[config.mk]
export PLATFORM = sky130hd
export DESIGN_NAME = mcs_ctrl_regs
export DESIGN_NICKNAME = d
export VERILOG_FILES = /design/src/mcs_pkg.sv /design/src/mcs_hfreq_path.sv /design/src/mcs_parabola_gen.sv /design/src/mcs_ctrl_regs.sv
export SDC_FILE = /design/constraint.sdc
export NUM_CORES = 1
export LEC_CHECK = 0
export BUFFER_PORTS_ARGS = -buffer_cell sky130_fd_sc_hd__buf_4
export CELL_PAD_IN_SITES_DETAIL_PLACEMENT = 1
export CELL_PAD_IN_SITES_GLOBAL_PLACEMENT = 1
export CORE_UTILIZATION = 45
export CTS_CLUSTER_DIAMETER = 100
export DETAILED_ROUTE_END_ITERATION = 7
export GPL_ROUTABILITY_DRIVEN = 0
export GPL_TIMING_DRIVEN = 0
export PLACE_DENSITY_LB_ADDON = 0.2
export SYNTH_ARGS = -nofsm -noshare
export SYNTH_HDL_FRONTEND = slang
export SYNTH_SLANG_ARGS = --single-unit
[constraint.sdc]
create_clock -name clock_in -period 5.47 [get_ports clock_in]
set_input_delay 0 -clock clock_in [delete_from_list [all_inputs] [get_ports clock_in]]
set_output_delay 0 -clock clock_in [all_outputs]
set_load 0.02 [all_outputs]
[src/mcs_pkg.sv]
// constants and types for the monitor control and status registers
// ==========================================================================
// Behaviour
// - control_three bit 0 enables hfreq_in and hfreq_out port pins.
// - control_three bit 1 is the upper horizontal dummy frequency select bit.
// - control_three bit 2 sets hfreq_out polarity, 1 inverts.
// - control_three bit 3 halves hfreq_out frequency when set.
// - control_three bit 4 selects external data RAM bank; bits 5-7 unused.
// - port1_alt_enable bit n routes static PWM DAC n to port 1 pin n.
// - port2_alt_enable bits 0-2 route DAC 8-10, bit 3 the clamp pulse.
// - port2_alt_enable bits 4-7 turn port 2 pins 4-7 into converter inputs.
// - port3_alt_enable bits 3 and 4 route horizontal and vertical sync out.
// - 12-bit horizontal count readable as low byte and high byte bits 0-3.
// - hcount_high bit 6 shows horizontal sync missing.
// - hcount_high bit 7 shows horizontal sync polarity, 1 is negative.
// - 12-bit vertical count readable as low byte and high byte bits 0-3.
// - vcount_high bit 6 shows vertical sync missing.
// - vcount_high bit 7 shows vertical sync polarity, 1 is negative.
// - irq_pending holds six sticky source flags at fixed bit positions.
// - bit 4 sets per vsync pulse or once when vsync goes missing.
// - irq_enable bit n enables pending source n.
// - writing 1 to an irq_ack bit clears that pending flag.
// - 13-bit parabola period, read/write over low and high registers.
package mcs_pkg;

  // ========================================================================
  // register offsets
  localparam logic [7:0] OFS_PORT1_ALT     = 8'h82;
  localparam logic [7:0] OFS_PORT2_ALT     = 8'h83;
  localparam logic [7:0] OFS_PORT3_ALT     = 8'h84;
  localparam logic [7:0] OFS_PARA_LOW      = 8'h85;
  localparam logic [7:0] OFS_PARA_HIGH     = 8'h86;
  localparam logic [7:0] OFS_HCOUNT_LOW    = 8'h87;
  localparam logic [7:0] OFS_HCOUNT_HIGH   = 8'h88;
  localparam logic [7:0] OFS_VCOUNT_LOW    = 8'h89;
  localparam logic [7:0] OFS_VCOUNT_HIGH   = 8'h8a;
  localparam logic [7:0] OFS_IRQ_ENABLE    = 8'h8f;
  localparam logic [7:0] OFS_IRQ_PENDING   = 8'h90;
  localparam logic [7:0] OFS_IRQ_ACK       = 8'h91;
  localparam logic [7:0] OFS_CONTROL_THREE = 8'ha0;

  // ========================================================================
  // reset values
  localparam logic [7:0]  RST_BYTE = 8'h00;
  localparam logic [4:0]  RST_PARA_HIGH = 5'h00;
  localparam logic [5:0]  RST_IRQ  = 6'h00;

  // ========================================================================
  // field positions
  localparam int C3_HF_EN = 0;
  localparam int C3_HDUM  = 1;
  localparam int C3_POL   = 2;
  localparam int C3_HALF  = 3;
  localparam int C3_BANK  = 4;
  localparam int C3_WIDTH = 5;
  localparam int P3_HSYNC = 3;
  localparam int P3_VSYNC = 4;
  localparam int CNT_MISS = 6;
  localparam int CNT_POL  = 7;
  localparam int IRQ_SCL  = 0;
  localparam int IRQ_CONV = 1;
  localparam int IRQ_ID   = 2;
  localparam int IRQ_SAFE = 3;
  localparam int IRQ_VERT = 4;
  localparam int IRQ_PARA = 5;
  localparam int IRQ_NUM  = 6;
  localparam int PARA_W   = 13;

  // ========================================================================
  // carriers
  typedef struct packed {
    logic [7:0] addr;
    logic [7:0] wdata;
    logic       wr;
    logic       rd;
  } mcs_bus_req_t;

  typedef struct packed {
    logic [11:0] hcount;
    logic        hsync_missing;
    logic        hsync_polarity;
    logic [11:0] vcount;
    logic        vsync_missing;
    logic        vsync_polarity;
  } mcs_sync_stat_t;

  typedef struct packed {
    logic clock_line_low;
    logic conversion_done;
    logic id_buffer_empty;
    logic safe_area;
    logic vsync_pulse;
    logic hsync_pulse;
  } mcs_event_t;

endpackage : mcs_pkg

[src/mcs_hfreq_path.sv]
// horizontal frequency passthrough with divider and polarity
`timescale 1ns/1ps
module mcs_hfreq_path
  import mcs_pkg::*;
(
  input  wire logic clock_in,
  input  wire logic rst_in,
  input  wire logic clk_en_in,
  input  wire logic enable_in,
  input  wire logic polarity_in,
  input  wire logic divide_in,
  input  wire logic hfreq_in,
  output logic      hfreq_out,
  output logic      hfreq_out_oe_n_out
);
  // ========================================================================
  // pin synchroniser
  logic sync_a;
  logic sync_b;
  logic sync_q;
  logic half;
  logic level;

  always_ff @(posedge clock_in or posedge rst_in)
    if (rst_in)
    begin
      sync_a <= 1'b0;
      sync_b <= 1'b0;
      sync_q <= 1'b0;
    end
    else if (clk_en_in)
    begin
      sync_a <= hfreq_in;
      sync_b <= sync_a;
      sync_q <= sync_b;
    end

  // ========================================================================
  // half rate toggles on each rising input edge
  always_ff @(posedge clock_in or posedge rst_in)
    if (rst_in)
      half <= 1'b0;
    else if (clk_en_in && sync_b && !sync_q)
      half <= ~half;

  assign level = divide_in ? half : sync_q;

  always_ff @(posedge clock_in or posedge rst_in)
    if (rst_in)
    begin
      hfreq_out          <= 1'b0;
      hfreq_out_oe_n_out <= 1'b1;
    end
    else if (clk_en_in)
    begin
      hfreq_out          <= enable_in & (level ^ polarity_in);
      hfreq_out_oe_n_out <= ~enable_in;
    end

  chk_hfo_oe_follow: assert property (
    @(posedge clock_in) disable iff (rst_in)
    clk_en_in |=> hfreq_out_oe_n_out == !$past(enable_in))
    else $error("hfreq pin enable does not follow control");

  chk_hfo_polarity: assert property (
    @(posedge clock_in) disable iff (rst_in)
    (clk_en_in && enable_in && !divide_in)
      |=> hfreq_out == ($past(sync_q) ^ $past(polarity_in)))
    else $error("hfreq output polarity wrong");

  chk_hfo_divide: assert property (
    @(posedge clock_in) disable iff (rst_in)
    (clk_en_in && divide_in && sync_b && !sync_q)
      |=> half != $past(half))
    else $error("half rate divider did not toggle");
endmodule : mcs_hfreq_path

[src/mcs_parabola_gen.sv]
// parabola interrupt generator counting lines within a frame
`timescale 1ns/1ps
module mcs_parabola_gen
  import mcs_pkg::*;
(
  input  wire logic              clock_in,
  input  wire logic              rst_in,
  input  wire logic              clk_en_in,
  input  wire logic [PARA_W-1:0] period_in,
  input  wire logic              line_in,
  input  wire logic              frame_in,
  output logic                   event_out
);
  // ========================================================================
  // line counter, restarted by each frame
  logic [PARA_W-1:0] count;
  logic [PARA_W-1:0] next_count;
  logic              hit;

  assign next_count = count + {{(PARA_W-1){1'b0}}, 1'b1};
  // period zero never matches, so it parks the generator
  assign hit = line_in && (period_in != '0) && (next_count == period_in);

  always_ff @(posedge clock_in or posedge rst_in)
    if (rst_in)
      count <= '0;
    else if (clk_en_in)
    begin
      if (frame_in || hit)
        count <= '0;
      else if (line_in)
        count <= next_count;
    end

  always_ff @(posedge clock_in or posedge rst_in)
    if (rst_in)
      event_out <= 1'b0;
    else if (clk_en_in)
      event_out <= hit && !frame_in;

  // a held pulse is checked only on the edge that launched it
  chk_para_period: assert property (
    @(posedge clock_in) disable iff (rst_in)
    (event_out && $past(clk_en_in))
      |-> $past(next_count) == $past(period_in))
    else $error("parabola event off its period");
endmodule : mcs_parabola_gen

[src/mcs_ctrl_regs.sv]
// control and status register group of the monitor controller
`timescale 1ns/1ps
module mcs_ctrl_regs
  import mcs_pkg::*;
(
  input  wire logic           clock_in,
  input  wire logic           rst_in,
  input  wire logic           clk_en_in,
  input  wire mcs_bus_req_t   bus_in,
  output logic [7:0]          rdata_out,
  input  wire mcs_sync_stat_t sync_stat_in,
  input  wire mcs_event_t     event_in,
  input  wire logic           hdummy_select_lo_in,
  input  wire logic           hfreq_in,
  input  wire logic [7:0]     port1_latch_in,
  input  wire logic [3:0]     port2_latch_in,
  input  wire logic [1:0]     port3_latch_in,
  input  wire logic [10:0]    dac_pwm_in,
  input  wire logic           hclamp_in,
  input  wire logic           horizontal_sync_out_in,
  input  wire logic           vertical_sync_out_in,
  output logic                irq_out,
  output logic                xram_bank_select_out,
  output logic [1:0]          hdummy_select_out,
  output logic                hfreq_path_enable_out,
  output logic                hfreq_out,
  output logic                hfreq_out_oe_n_out,
  output logic [7:0]          port1_pin_out,
  output logic [3:0]          port2_pin_out,
  output logic [1:0]          port3_pin_out,
  output logic [3:0]          adc_input_enable_out
);
  // ========================================================================
  // bus strobes
  logic wr_go;
  logic rd_go;

  assign wr_go = clk_en_in & bus_in.wr;
  assign rd_go = clk_en_in & bus_in.rd;

  // ========================================================================
  // control_three
  logic [C3_WIDTH-1:0] control_three;

  always_ff @(posedge clock_in or posedge rst_in)
    if (rst_in)
      control_three <= RST_BYTE[C3_WIDTH-1:0];
    else if (wr_go && bus_in.addr == OFS_CONTROL_THREE)
      control_three <= bus_in.wdata[C3_WIDTH-1:0];

  // bank select and dummy select high bit come straight from flip-flops, dummy low bit from hdummy_select_lo_in
  assign xram_bank_select_out  = control_three[C3_BANK];
  assign hdummy_select_out     = {control_three[C3_HDUM],
                                  hdummy_select_lo_in};
  assign hfreq_path_enable_out = control_three[C3_HF_EN];

  mcs_hfreq_path u_hfreq (
    .clock_in           (clock_in),
    .rst_in             (rst_in),
    .clk_en_in          (clk_en_in),
    .enable_in          (control_three[C3_HF_EN]),
    .polarity_in        (control_three[C3_POL]),
    .divide_in          (control_three[C3_HALF]),
    .hfreq_in           (hfreq_in),
    .hfreq_out          (hfreq_out),
    .hfreq_out_oe_n_out (hfreq_out_oe_n_out)
  );

  // ========================================================================
  // port special function enables
  logic [7:0] port1_alt_enable;
  logic [7:0] port2_alt_enable;
  logic [1:0] port3_alt_enable;

  always_ff @(posedge clock_in or posedge rst_in)
    if (rst_in)
      port1_alt_enable <= RST_BYTE;
    else if (wr_go && bus_in.addr == OFS_PORT1_ALT)
      port1_alt_enable <= bus_in.wdata;

  always_ff @(posedge clock_in or posedge rst_in)
    if (rst_in)
      port2_alt_enable <= RST_BYTE;
    else if (wr_go && bus_in.addr == OFS_PORT2_ALT)
      port2_alt_enable <= bus_in.wdata;

  // only pins 3 and 4 have a special function
  always_ff @(posedge clock_in or posedge rst_in)
    if (rst_in)
      port3_alt_enable <= RST_BYTE[1:0];
    else if (wr_go && bus_in.addr == OFS_PORT3_ALT)
      port3_alt_enable <= bus_in.wdata[P3_VSYNC:P3_HSYNC];

  assign adc_input_enable_out = port2_alt_enable[7:4];

  // ========================================================================
  // pin multiplexers, registered so pins never glitch on a decode
  logic [3:0] port2_source;

  assign port2_source = {hclamp_in, dac_pwm_in[10:8]};

  genvar gi;
  generate
    for (gi = 0; gi < 8; gi++)
    begin : g_pin
      always_ff @(posedge clock_in or posedge rst_in)
        if (rst_in)
          port1_pin_out[gi] <= 1'b0;
        else if (clk_en_in)
          port1_pin_out[gi] <= port1_alt_enable[gi] ?
                               dac_pwm_in[gi] :
                               port1_latch_in[gi];
      if (gi < 4)
      begin : g_p2
        always_ff @(posedge clock_in or posedge rst_in)
          if (rst_in)
            port2_pin_out[gi] <= 1'b0;
          else if (clk_en_in)
            port2_pin_out[gi] <= port2_alt_enable[gi] ?
                                 port2_source[gi] :
                                 port2_latch_in[gi];
      end
    end
  endgenerate

  always_ff @(posedge clock_in or posedge rst_in)
    if (rst_in)
      port3_pin_out <= 2'b00;
    else if (clk_en_in)
    begin
      port3_pin_out[0] <= port3_alt_enable[0] ?
                          horizontal_sync_out_in :
                          port3_latch_in[0];
      port3_pin_out[1] <= port3_alt_enable[1] ?
                          vertical_sync_out_in :
                          port3_latch_in[1];
    end

  // ========================================================================
  // parabola period
  logic [7:0]        parabola_period_low;
  logic [4:0]        parabola_period_high;
  logic [PARA_W-1:0] parabola_period;
  logic              parabola_event;

  always_ff @(posedge clock_in or posedge rst_in)
    if (rst_in)
      parabola_period_low <= RST_BYTE;
    else if (wr_go && bus_in.addr == OFS_PARA_LOW)
      parabola_period_low <= bus_in.wdata;

  always_ff @(posedge clock_in or posedge rst_in)
    if (rst_in)
      parabola_period_high <= RST_PARA_HIGH;
    else if (wr_go && bus_in.addr == OFS_PARA_HIGH)
      parabola_period_high <= bus_in.wdata[4:0];

  assign parabola_period = {parabola_period_high, parabola_period_low};

  mcs_parabola_gen u_para (
    .clock_in  (clock_in),
    .rst_in    (rst_in),
    .clk_en_in (clk_en_in),
    .period_in (parabola_period),
    .line_in   (event_in.hsync_pulse),
    .frame_in  (event_in.vsync_pulse),
    .event_out (parabola_event)
  );

  // ========================================================================
  // interrupt vector, mask and acknowledge
  logic [IRQ_NUM-1:0] irq_pending;
  logic [IRQ_NUM-1:0] irq_enable;
  logic [IRQ_NUM-1:0] irq_set;
  logic [IRQ_NUM-1:0] irq_clear;
  logic [IRQ_NUM-1:0] next_irq_pending;
  logic               vsync_missing_q;

  // missing flag edge so a dead input raises the vertical flag once only
  always_ff @(posedge clock_in or posedge rst_in)
    if (rst_in)
      vsync_missing_q <= 1'b0;
    else if (clk_en_in)
      vsync_missing_q <= sync_stat_in.vsync_missing;

  always_comb
  begin
    irq_set           = '0;
    irq_set[IRQ_SCL]  = event_in.clock_line_low;
    irq_set[IRQ_CONV] = event_in.conversion_done;
    irq_set[IRQ_ID]   = event_in.id_buffer_empty;
    irq_set[IRQ_SAFE] = event_in.safe_area;
    irq_set[IRQ_VERT] = event_in.vsync_pulse |
                        (sync_stat_in.vsync_missing &
                         ~vsync_missing_q);
    irq_set[IRQ_PARA] = parabola_event;
  end

  // a zero bit in the ack byte selects nothing
  assign irq_clear = (wr_go && bus_in.addr == OFS_IRQ_ACK) ?
                     bus_in.wdata[IRQ_NUM-1:0] : '0;

  // set wins over a clear in the same cycle so no event is lost
  assign next_irq_pending = (irq_pending & ~irq_clear) | irq_set;

  always_ff @(posedge clock_in or posedge rst_in)
    if (rst_in)
      irq_pending <= RST_IRQ;
    else if (clk_en_in)
      irq_pending <= next_irq_pending;

  always_ff @(posedge clock_in or posedge rst_in)
    if (rst_in)
      irq_enable <= RST_IRQ;
    else if (wr_go && bus_in.addr == OFS_IRQ_ENABLE)
      irq_enable <= bus_in.wdata[IRQ_NUM-1:0];

  always_ff @(posedge clock_in or posedge rst_in)
    if (rst_in)
      irq_out <= 1'b0;
    else if (clk_en_in)
      irq_out <= |(next_irq_pending & irq_enable);

  // ========================================================================
  // read data, registered one cycle after the read strobe
  logic [7:0] next_rdata;

  always_comb
  begin
    next_rdata = 8'h00;
    unique case (bus_in.addr)
      OFS_HCOUNT_LOW:
        next_rdata = sync_stat_in.hcount[7:0];
      OFS_HCOUNT_HIGH:
        next_rdata = {sync_stat_in.hsync_polarity,
                      sync_stat_in.hsync_missing,
                      2'b00,
                      sync_stat_in.hcount[11:8]};
      OFS_VCOUNT_LOW:
        next_rdata = sync_stat_in.vcount[7:0];
      OFS_VCOUNT_HIGH:
        next_rdata = {sync_stat_in.vsync_polarity,
                      sync_stat_in.vsync_missing,
                      2'b00,
                      sync_stat_in.vcount[11:8]};
      OFS_IRQ_PENDING:
        next_rdata = {2'b00, irq_pending};
      OFS_IRQ_ENABLE:
        next_rdata = {2'b00, irq_enable};
      OFS_PARA_LOW:
        next_rdata = parabola_period_low;
      OFS_PARA_HIGH:
        next_rdata = {3'b000, parabola_period_high};
      // write-only and unmapped addresses read as zero
      default:
        next_rdata = 8'h00;
    endcase
  end

  always_ff @(posedge clock_in or posedge rst_in)
    if (rst_in)
      rdata_out <= 8'h00;
    else if (rd_go)
      rdata_out <= next_rdata;

  // ========================================================================
  // checks
  chk_bank_write: assert property (
    @(posedge clock_in) disable iff (rst_in)
    (wr_go && bus_in.addr == OFS_CONTROL_THREE)
      |=> xram_bank_select_out == $past(bus_in.wdata[C3_BANK]))
    else $error("bank select not taken from write");

  chk_dummy_hi: assert property (
    @(posedge clock_in) disable iff (rst_in)
    (wr_go && bus_in.addr == OFS_CONTROL_THREE)
      |=> hdummy_select_out[1] == $past(bus_in.wdata[C3_HDUM]))
    else $error("dummy select high bit not taken");

  chk_port1_route: assert property (
    @(posedge clock_in) disable iff (rst_in)
    (clk_en_in && port1_alt_enable[0])
      |=> port1_pin_out[0] == $past(dac_pwm_in[0]))
    else $error("port 1 pin 0 not driven by its converter");

  chk_clamp_route: assert property (
    @(posedge clock_in) disable iff (rst_in)
    (clk_en_in && port2_alt_enable[3])
      |=> port2_pin_out[3] == $past(hclamp_in))
    else $error("clamp pulse not on port 2 pin 3");

  chk_adc_enable: assert property (
    @(posedge clock_in) disable iff (rst_in)
    (wr_go && bus_in.addr == OFS_PORT2_ALT)
      |=> adc_input_enable_out == $past(bus_in.wdata[7:4]))
    else $error("converter input enables wrong");

  chk_vsync_route: assert property (
    @(posedge clock_in) disable iff (rst_in)
    (clk_en_in && port3_alt_enable[1])
      |=> port3_pin_out[1] == $past(vertical_sync_out_in))
    else $error("vertical sync not on port 3 pin 4");

  chk_hcount_read: assert property (
    @(posedge clock_in) disable iff (rst_in)
    (rd_go && bus_in.addr == OFS_HCOUNT_HIGH)
      |=> rdata_out == {$past(sync_stat_in.hsync_polarity),
                        $past(sync_stat_in.hsync_missing), 2'b00,
                        $past(sync_stat_in.hcount[11:8])})
    else $error("horizontal count high byte wrong");

  chk_vert_once: assert property (
    @(posedge clock_in) disable iff (rst_in)
    (clk_en_in && sync_stat_in.vsync_missing && vsync_missing_q &&
     !event_in.vsync_pulse && !irq_pending[IRQ_VERT])
      |=> !irq_pending[IRQ_VERT])
    else $error("vertical flag raised again without sync");

  chk_ack_clears: assert property (
    @(posedge clock_in) disable iff (rst_in)
    (irq_clear[IRQ_CONV] && !irq_set[IRQ_CONV])
      |=> !irq_pending[IRQ_CONV])
    else $error("acknowledge did not clear flag");

  chk_ack_zero_keeps: assert property (
    @(posedge clock_in) disable iff (rst_in)
    (wr_go && bus_in.addr == OFS_IRQ_ACK && irq_pending[IRQ_CONV] &&
     !bus_in.wdata[IRQ_CONV]) |=> irq_pending[IRQ_CONV])
    else $error("zero acknowledge bit cleared a flag");

  chk_irq_request: assert property (
    @(posedge clock_in) disable iff (rst_in)
    (clk_en_in && |(irq_pending & irq_enable & ~irq_clear)) ##1 clk_en_in
      |-> irq_out)
    else $error("interrupt request missing");
endmodule : mcs_ctrl_regs

; Word level (Yosys, flattened, before mapping)
; Cells that the tools add are included.
[word_totals]
regBits = 92
latch_bits = 0
ramBits = 0
rom_bits = 0
in_bits = 85
output_inout_bits = 33
wordCells = 99
n_memories = 0
[op_classes]
addsub = 1
mul = 0
div_mod_pow = 0
magnitude_cmp = 0
eq_ne = 14
shifts = 0
muxes = 19
bitwise = 13
n_reduce_logical = 20
[op_table]
columns = op, count
row1 = "equality test 8 bit, second input constant", 13
row2 = one-hot mux 8 bit (8 select lines), 1
row3 = two-way mux 13 bit, 2
row4 = two-way mux 1 bit, 15
row5 = "adder 13 x 1 -> 13 bit, second input constant", 1
row6 = equality test 13 bit, 1
row7 = logical AND 1 bit, 13
row8 = nonzero test 13 bit, 1
row9 = AND 6 bit, 2
row10 = two-way mux 6 bit, 1
row11 = NOT 6 bit, 1
row12 = bitwise OR 6 bit, 1
row13 = OR reduction 6 bit, 1
row14 = AND 1 bit, 4
row15 = NOT 1 bit, 3
row16 = zero test 1 bit, 2
row17 = AND reduction 2 bit, 1
row18 = nonzero test 2 bit, 1
row19 = logical OR 1 bit, 1
row20 = bitwise OR 1 bit, 1
row21 = XOR 1 bit, 1

; Depth between registers and ports, before layout
[depth]
word_depth = 8
depth_mapped = 10

; By module
; From an unflattened synthesis, not the netlist that was laid out.
[hier_totals]
cells_unflattened = 478
area_unflattened_um2 = 5027.3
[modules_own_cells]
columns = module, n_inst, cells_per_inst, area_per_inst_um2, seq_area_each_um2
row1 = mcs_ctrl_regs, 1, 315, 3583.4, 1801.7
row2 = mcs_parabola_gen, 1, 141, 1178.6, 350.3
row3 = mcs_hfreq_path, 1, 22, 265.3, 151.4

; Least setup slack after synthesis
; No wires, ideal clock.
[synth_timing]
path_kind = reg2reg
startpoint = register u_para.count[0]
endpoint = register u_para.count[2]
setup_time_ns = 0.121
arrival_time_ns = 2.326
required_ns = 5.349
slack_ns = 3.023
stages_incl_launch_ff = 11
n_path_buf = 2
synth_period_minus_slack_ns = 2.447
cell_sequence = dfrtp_1 -> ha_1 -> and2_1 -> buf_2 -> o2111a_1 -> mux2i_1 -> o211ai_2 -> o41ai_4 -> buf_6 -> o21ai_1 -> a22o_1
[synth_via]
elab_chain_cells = 6
elab_cells_between_ends = 8
classes_between = 1 x add/sub / 1 x eq/ne / 2 x mux / 4 x reduce/logical
[synth_lines]
columns = element, line_no
row1 = "start, declared", mcs_parabola_gen.sv:16  ; logic [PARA_W-1:0] count;
row2 = "start signal, assigned", mcs_parabola_gen.sv:32  ; count <= next_count;
row3 = adder 13 x 1 -> 13 bit *, mcs_parabola_gen.sv:20  ; assign next_count = count + {{(PARA_W-1){1'b0}}, 1'b1};
row4 = equality test 13 bit, mcs_parabola_gen.sv:22  ; assign hit = line_in && (period_in != '0) && (next_count == period_in);
row5 = logical AND 1 bit, mcs_parabola_gen.sv:22
row6 = logical OR 1 bit, mcs_parabola_gen.sv:29  ; if (frame_in || hit)
row7 = nonzero test 2 bit (no line), -
row8 = AND reduction 2 bit (no line), -
; Every way passes the cells marked *; elsewhere a longest branch is shown, timed or not. The select of a mux whose other input is x is not followed.
; A chain may end at the register's enable or synchronous reset.

; Worst setup path in the final report
[layout_timing]
startpoint = register u_para.count[0]
endpoint = register u_para.count[3]
; The elaborated chain is that of the path after synthesis.

==> metrics.md <==
| Metric | Value |
|---|---|
| Routed vias/inst | `approximately 5.7` |
| Grt ovf | `0` |
| Critical path class | `reg2reg` |
| Drt pass-1 iters | `4` |
| Critical Path Source Type | `flop` |
| End-of-flow core utilization | `63.5%` |
| Reg area | `2300 um^2` |
| Vias in the first global route | `a little over 5000` |
| TritonCTS clock tree | `yes` |
| Placed cell area | `5970 um^2` |
| # port buffers | `115` |
| Leakage power | `roughly 3.1 nW` |
| Most frequent cell after synthesis | `dfrtp_1` |
| Comb pwr share | `22.0%` |
| Hold Slack | `0.0137 ns` |
| Post-CTS Hold Buffers | `45` |
| Top FF cell, synth | `dfrtp_1` |
| Post-synth cell types | `57` |
| Layout Cells excl Fill | `786` |
| Synth Warn # | `0` |
| TritonCTS Buffers | `9` |
| Cell area after layout | `6650 um^2` |
| Initial Utilization | `a little under half` |
| HPWL Detailed | `11000 um` |
| Bufs on Longest Clock Path | `2` |
| Core area | `10500 um^2` |
| Sw Ratio | `~29%` |
| Largest area contributor in the synthesized netlist | `dfrtp_1` |
| Critical Path Slowest Stage Cell | `o41ai_4` |
| Top Ports | `roughly 120` |
| Synth Register Bits | `between 90 and 100` |
| Worst-path fanout max | `10` |
| Placed insts | `725` |
| Largest net degree at the start of global routing | `65` |
| Power Total | `1.66 mW` |
| Area Overhead vs Synth | `35.5%` |
| Clock power frac | `31.8%` |
| Endpoints failing hold | `0` |
| # setup viols final | `0` |
| Worst path cell trace | `ha_1 -> and2_1 -> buf_2 -> o2111a_1 -> mux2i_1 -> o211ai_2 -> o41ai_4 -> buf_6 -> o21ai_1 -> a22o_1` |
| N_diodes | `0` |
| Pwr/cell area | `250 nW/um^2` |
| Period utilization | `51.4%` |
| Clock slew at reported path FFs | `0.09 ns` |
| Multi-input gate area | `between 2000 and 2500 um^2` |
| Row count | `37` |
| Post-Synthesis Cells | `473` |
| Chip width | `106 um` |
| Setup slack after placement | `2.70 ns` |
| Antenna Nets Post-Route | `0` |
| Worst Skew | `between 0.007 and 0.008 ns` |
| Syn Area/Cell | `10.4 um^2` |
| Seq pwr share | `46.3%` |
| Routed vias | `~4500` |
| Tmin final | `2.81 ns` |
| Setup Buffers After CTS | `0` |
| Synth top area cells | `dfrtp_1, mux2_2, mux2i_1, nor2_1, a21oi_1` |
| NumNets Final | `731` |
| Max-Slew Margin vs Limit | `17.9%` |
| NetSw | `478 uW` |
| Async SR Flop Fraction | `100%` |
| Hold Crit Class | `in2reg` |
| CP arrival | `3.06 ns` |
| Overall Global Routing Usage | `between 30 and 40%` |
| DRC | `0` |
| Initial antenna violation count | `0` |
| Clock Sinks | `approximately 90` |
| Post_cts resized | `0` |
| Mapped Area | `4900 um^2` |
| Fin. max-slew vios | `0` |
| Max Cap Viol | `0` |
| Peak supply drop | `roughly 0.16 mV` |
| Share of cells above drive strength 1 | `between 30% and 40%` |
| Worst setup margin | `2.66 ns` |
| Clk Latency, worst-skew pair | `0.36 ns` |
| Synth cell count leaders | `dfrtp_1, mux2_2, nor2_1` |
| Setup repair after global routing missed its margin | `false` |
| Pint | `approximately 1.2 mW` |
| Sequential area share after synthesis | `47.0%` |
| Setup crit end kind | `flop` |
| Clock Root Buffer | `clkbuf_8` |
| Fillers | `1168` |
| Share of the synthesized area in the top cell type | `46.4%` |
| Setup TNS | `0 ns` |
| CP max stage delay | `0.51 ns` |
| Worst path required time | `around 5.7 ns` |
| CTS H-tree depth | `3` |
| Fmax achieved | `356 MHz` |
| DRT iter0 DRCs | `221` |
| Actual slew at the worst max-slew pin | `1.21 ns` |
| Die area | `around 11000 um^2` |
| DIE HEIGHT | `between 100 and 150 um` |
| Post-Route WL | `16600 um` |
| Post-synth EDFFs | `0` |
| First-pass GRT wire length | `roughly 27000 um` |
| Syn Nets | `559` |
| Outcome | `completed` |
| WL/cell | `21.1 um` |
[final timing paths]
| check | cells after the start | to | slack, ns | startpoint |
|---|---|---|---|---|
| max | 10 | u_para.count[3] | 2.66 | u_para.count[0] |
| min | 3 | irq_pending[4] | 0.01 | event_in[1] |
| max reg2reg | 10 | u_para.count[3] | 2.66 | u_para.count[0] |
| min reg2reg | 2 | u_hfreq.hfreq_out_oe_n_out | 0.48 | u_hfreq.hfreq_out_oe_n_out |
| max in group asynchronous | 4 | u_para.count[6] | 4.64 | rst_in |
| min in group asynchronous | 3 | u_hfreq.sync_a | 0.18 | rst_in |
[layout make-up]
class	count	area share, %
clock inverters	3	1.04
well taps	136	2.56
repair buffers	161	20.2
flip-flops and latches	92	34.7
clock buffers	13	2.39
multi-input cells	339	35.9
plain buffers	30	2.60
inverters	12	0.715
[layout by cell type, fill, tap and decap left out, types with 6 or more instances in the layout]
cell / instances
clkbuf_8: 11
dlygate4sd3_1: 45
dfrtp_1: 91
a221oi_1: 7
inv_1: 11
mux2_2: 47
nand4_1: 6
buf_4: 123
mux2i_1: 30
clkbuf_1: 13
o21ai_0: 29
nand2_1: 31
a21o_1: 6
nor3_1: 9
a21oi_1: 30
nor2b_1: 6
nor2_1: 43
xnor2_1: 11
buf_2: 6
nand3_1: 17
[routing by layer]
metal  global-route usage, %  wire length [um]  vias to the layer above
met5                       0                 0                        -
met4                    11.4               398                        0
met3                    4.72               924                       29
met2                    54.8              8420                      148
met1                    38.5              6840                     2269
li1                        -                 -                     2053
[power groups by stage]
stage               Clock (mW)  Combinational (mW)  Sequential [mW]
detailed placement           0               0.331            0.779
global placement             0               0.314            0.776
CTS                      0.531               0.358            0.765
floorplan                    0               0.173            0.791
finish                   0.527               0.364            0.768
global route             0.551               0.396            0.774
[state kept, by name (all words and copies together) (netlist names), 2 cells and up]
signal and flops:
u_para.count 13, parabola_period_low 8, port1_alt_enable 8, port1_pin_out 8
port2_alt_enable 8, rdata_out 8, irq_enable 6, irq_pending 6
control_three 5, parabola_period_high 5, port2_pin_out 4, port3_alt_enable 2
port3_pin_out 2
[kinds of logic after synthesis]
group,count (synthesis),synth area share (%)
AOI/OAI and AO/OA,108,14.3
xor gates and xnor gates,15,2.68
adders and majority gates,1,0.255
buffers and inverters,42,4.44
DFF,92,47.0
muxes,77,16.9
and+or+nand+nor,138,14.4
[critical path, delay by kind of cell, from the launching register on]
| kind | cells | cell delay (ns) |
|---|---|---|
| and+or+nand+nor | 1 | 0.19 |
| DFF | 1 | 0.46 |
| AOI/OAI and AO/OA | 5 | 1.17 |
| adders and majority gates | 1 | 0.31 |
| muxes | 1 | 0.19 |
| buffers and inverters | 2 | 0.38 |
Note: power is estimated with default switching activity, not from simulation.
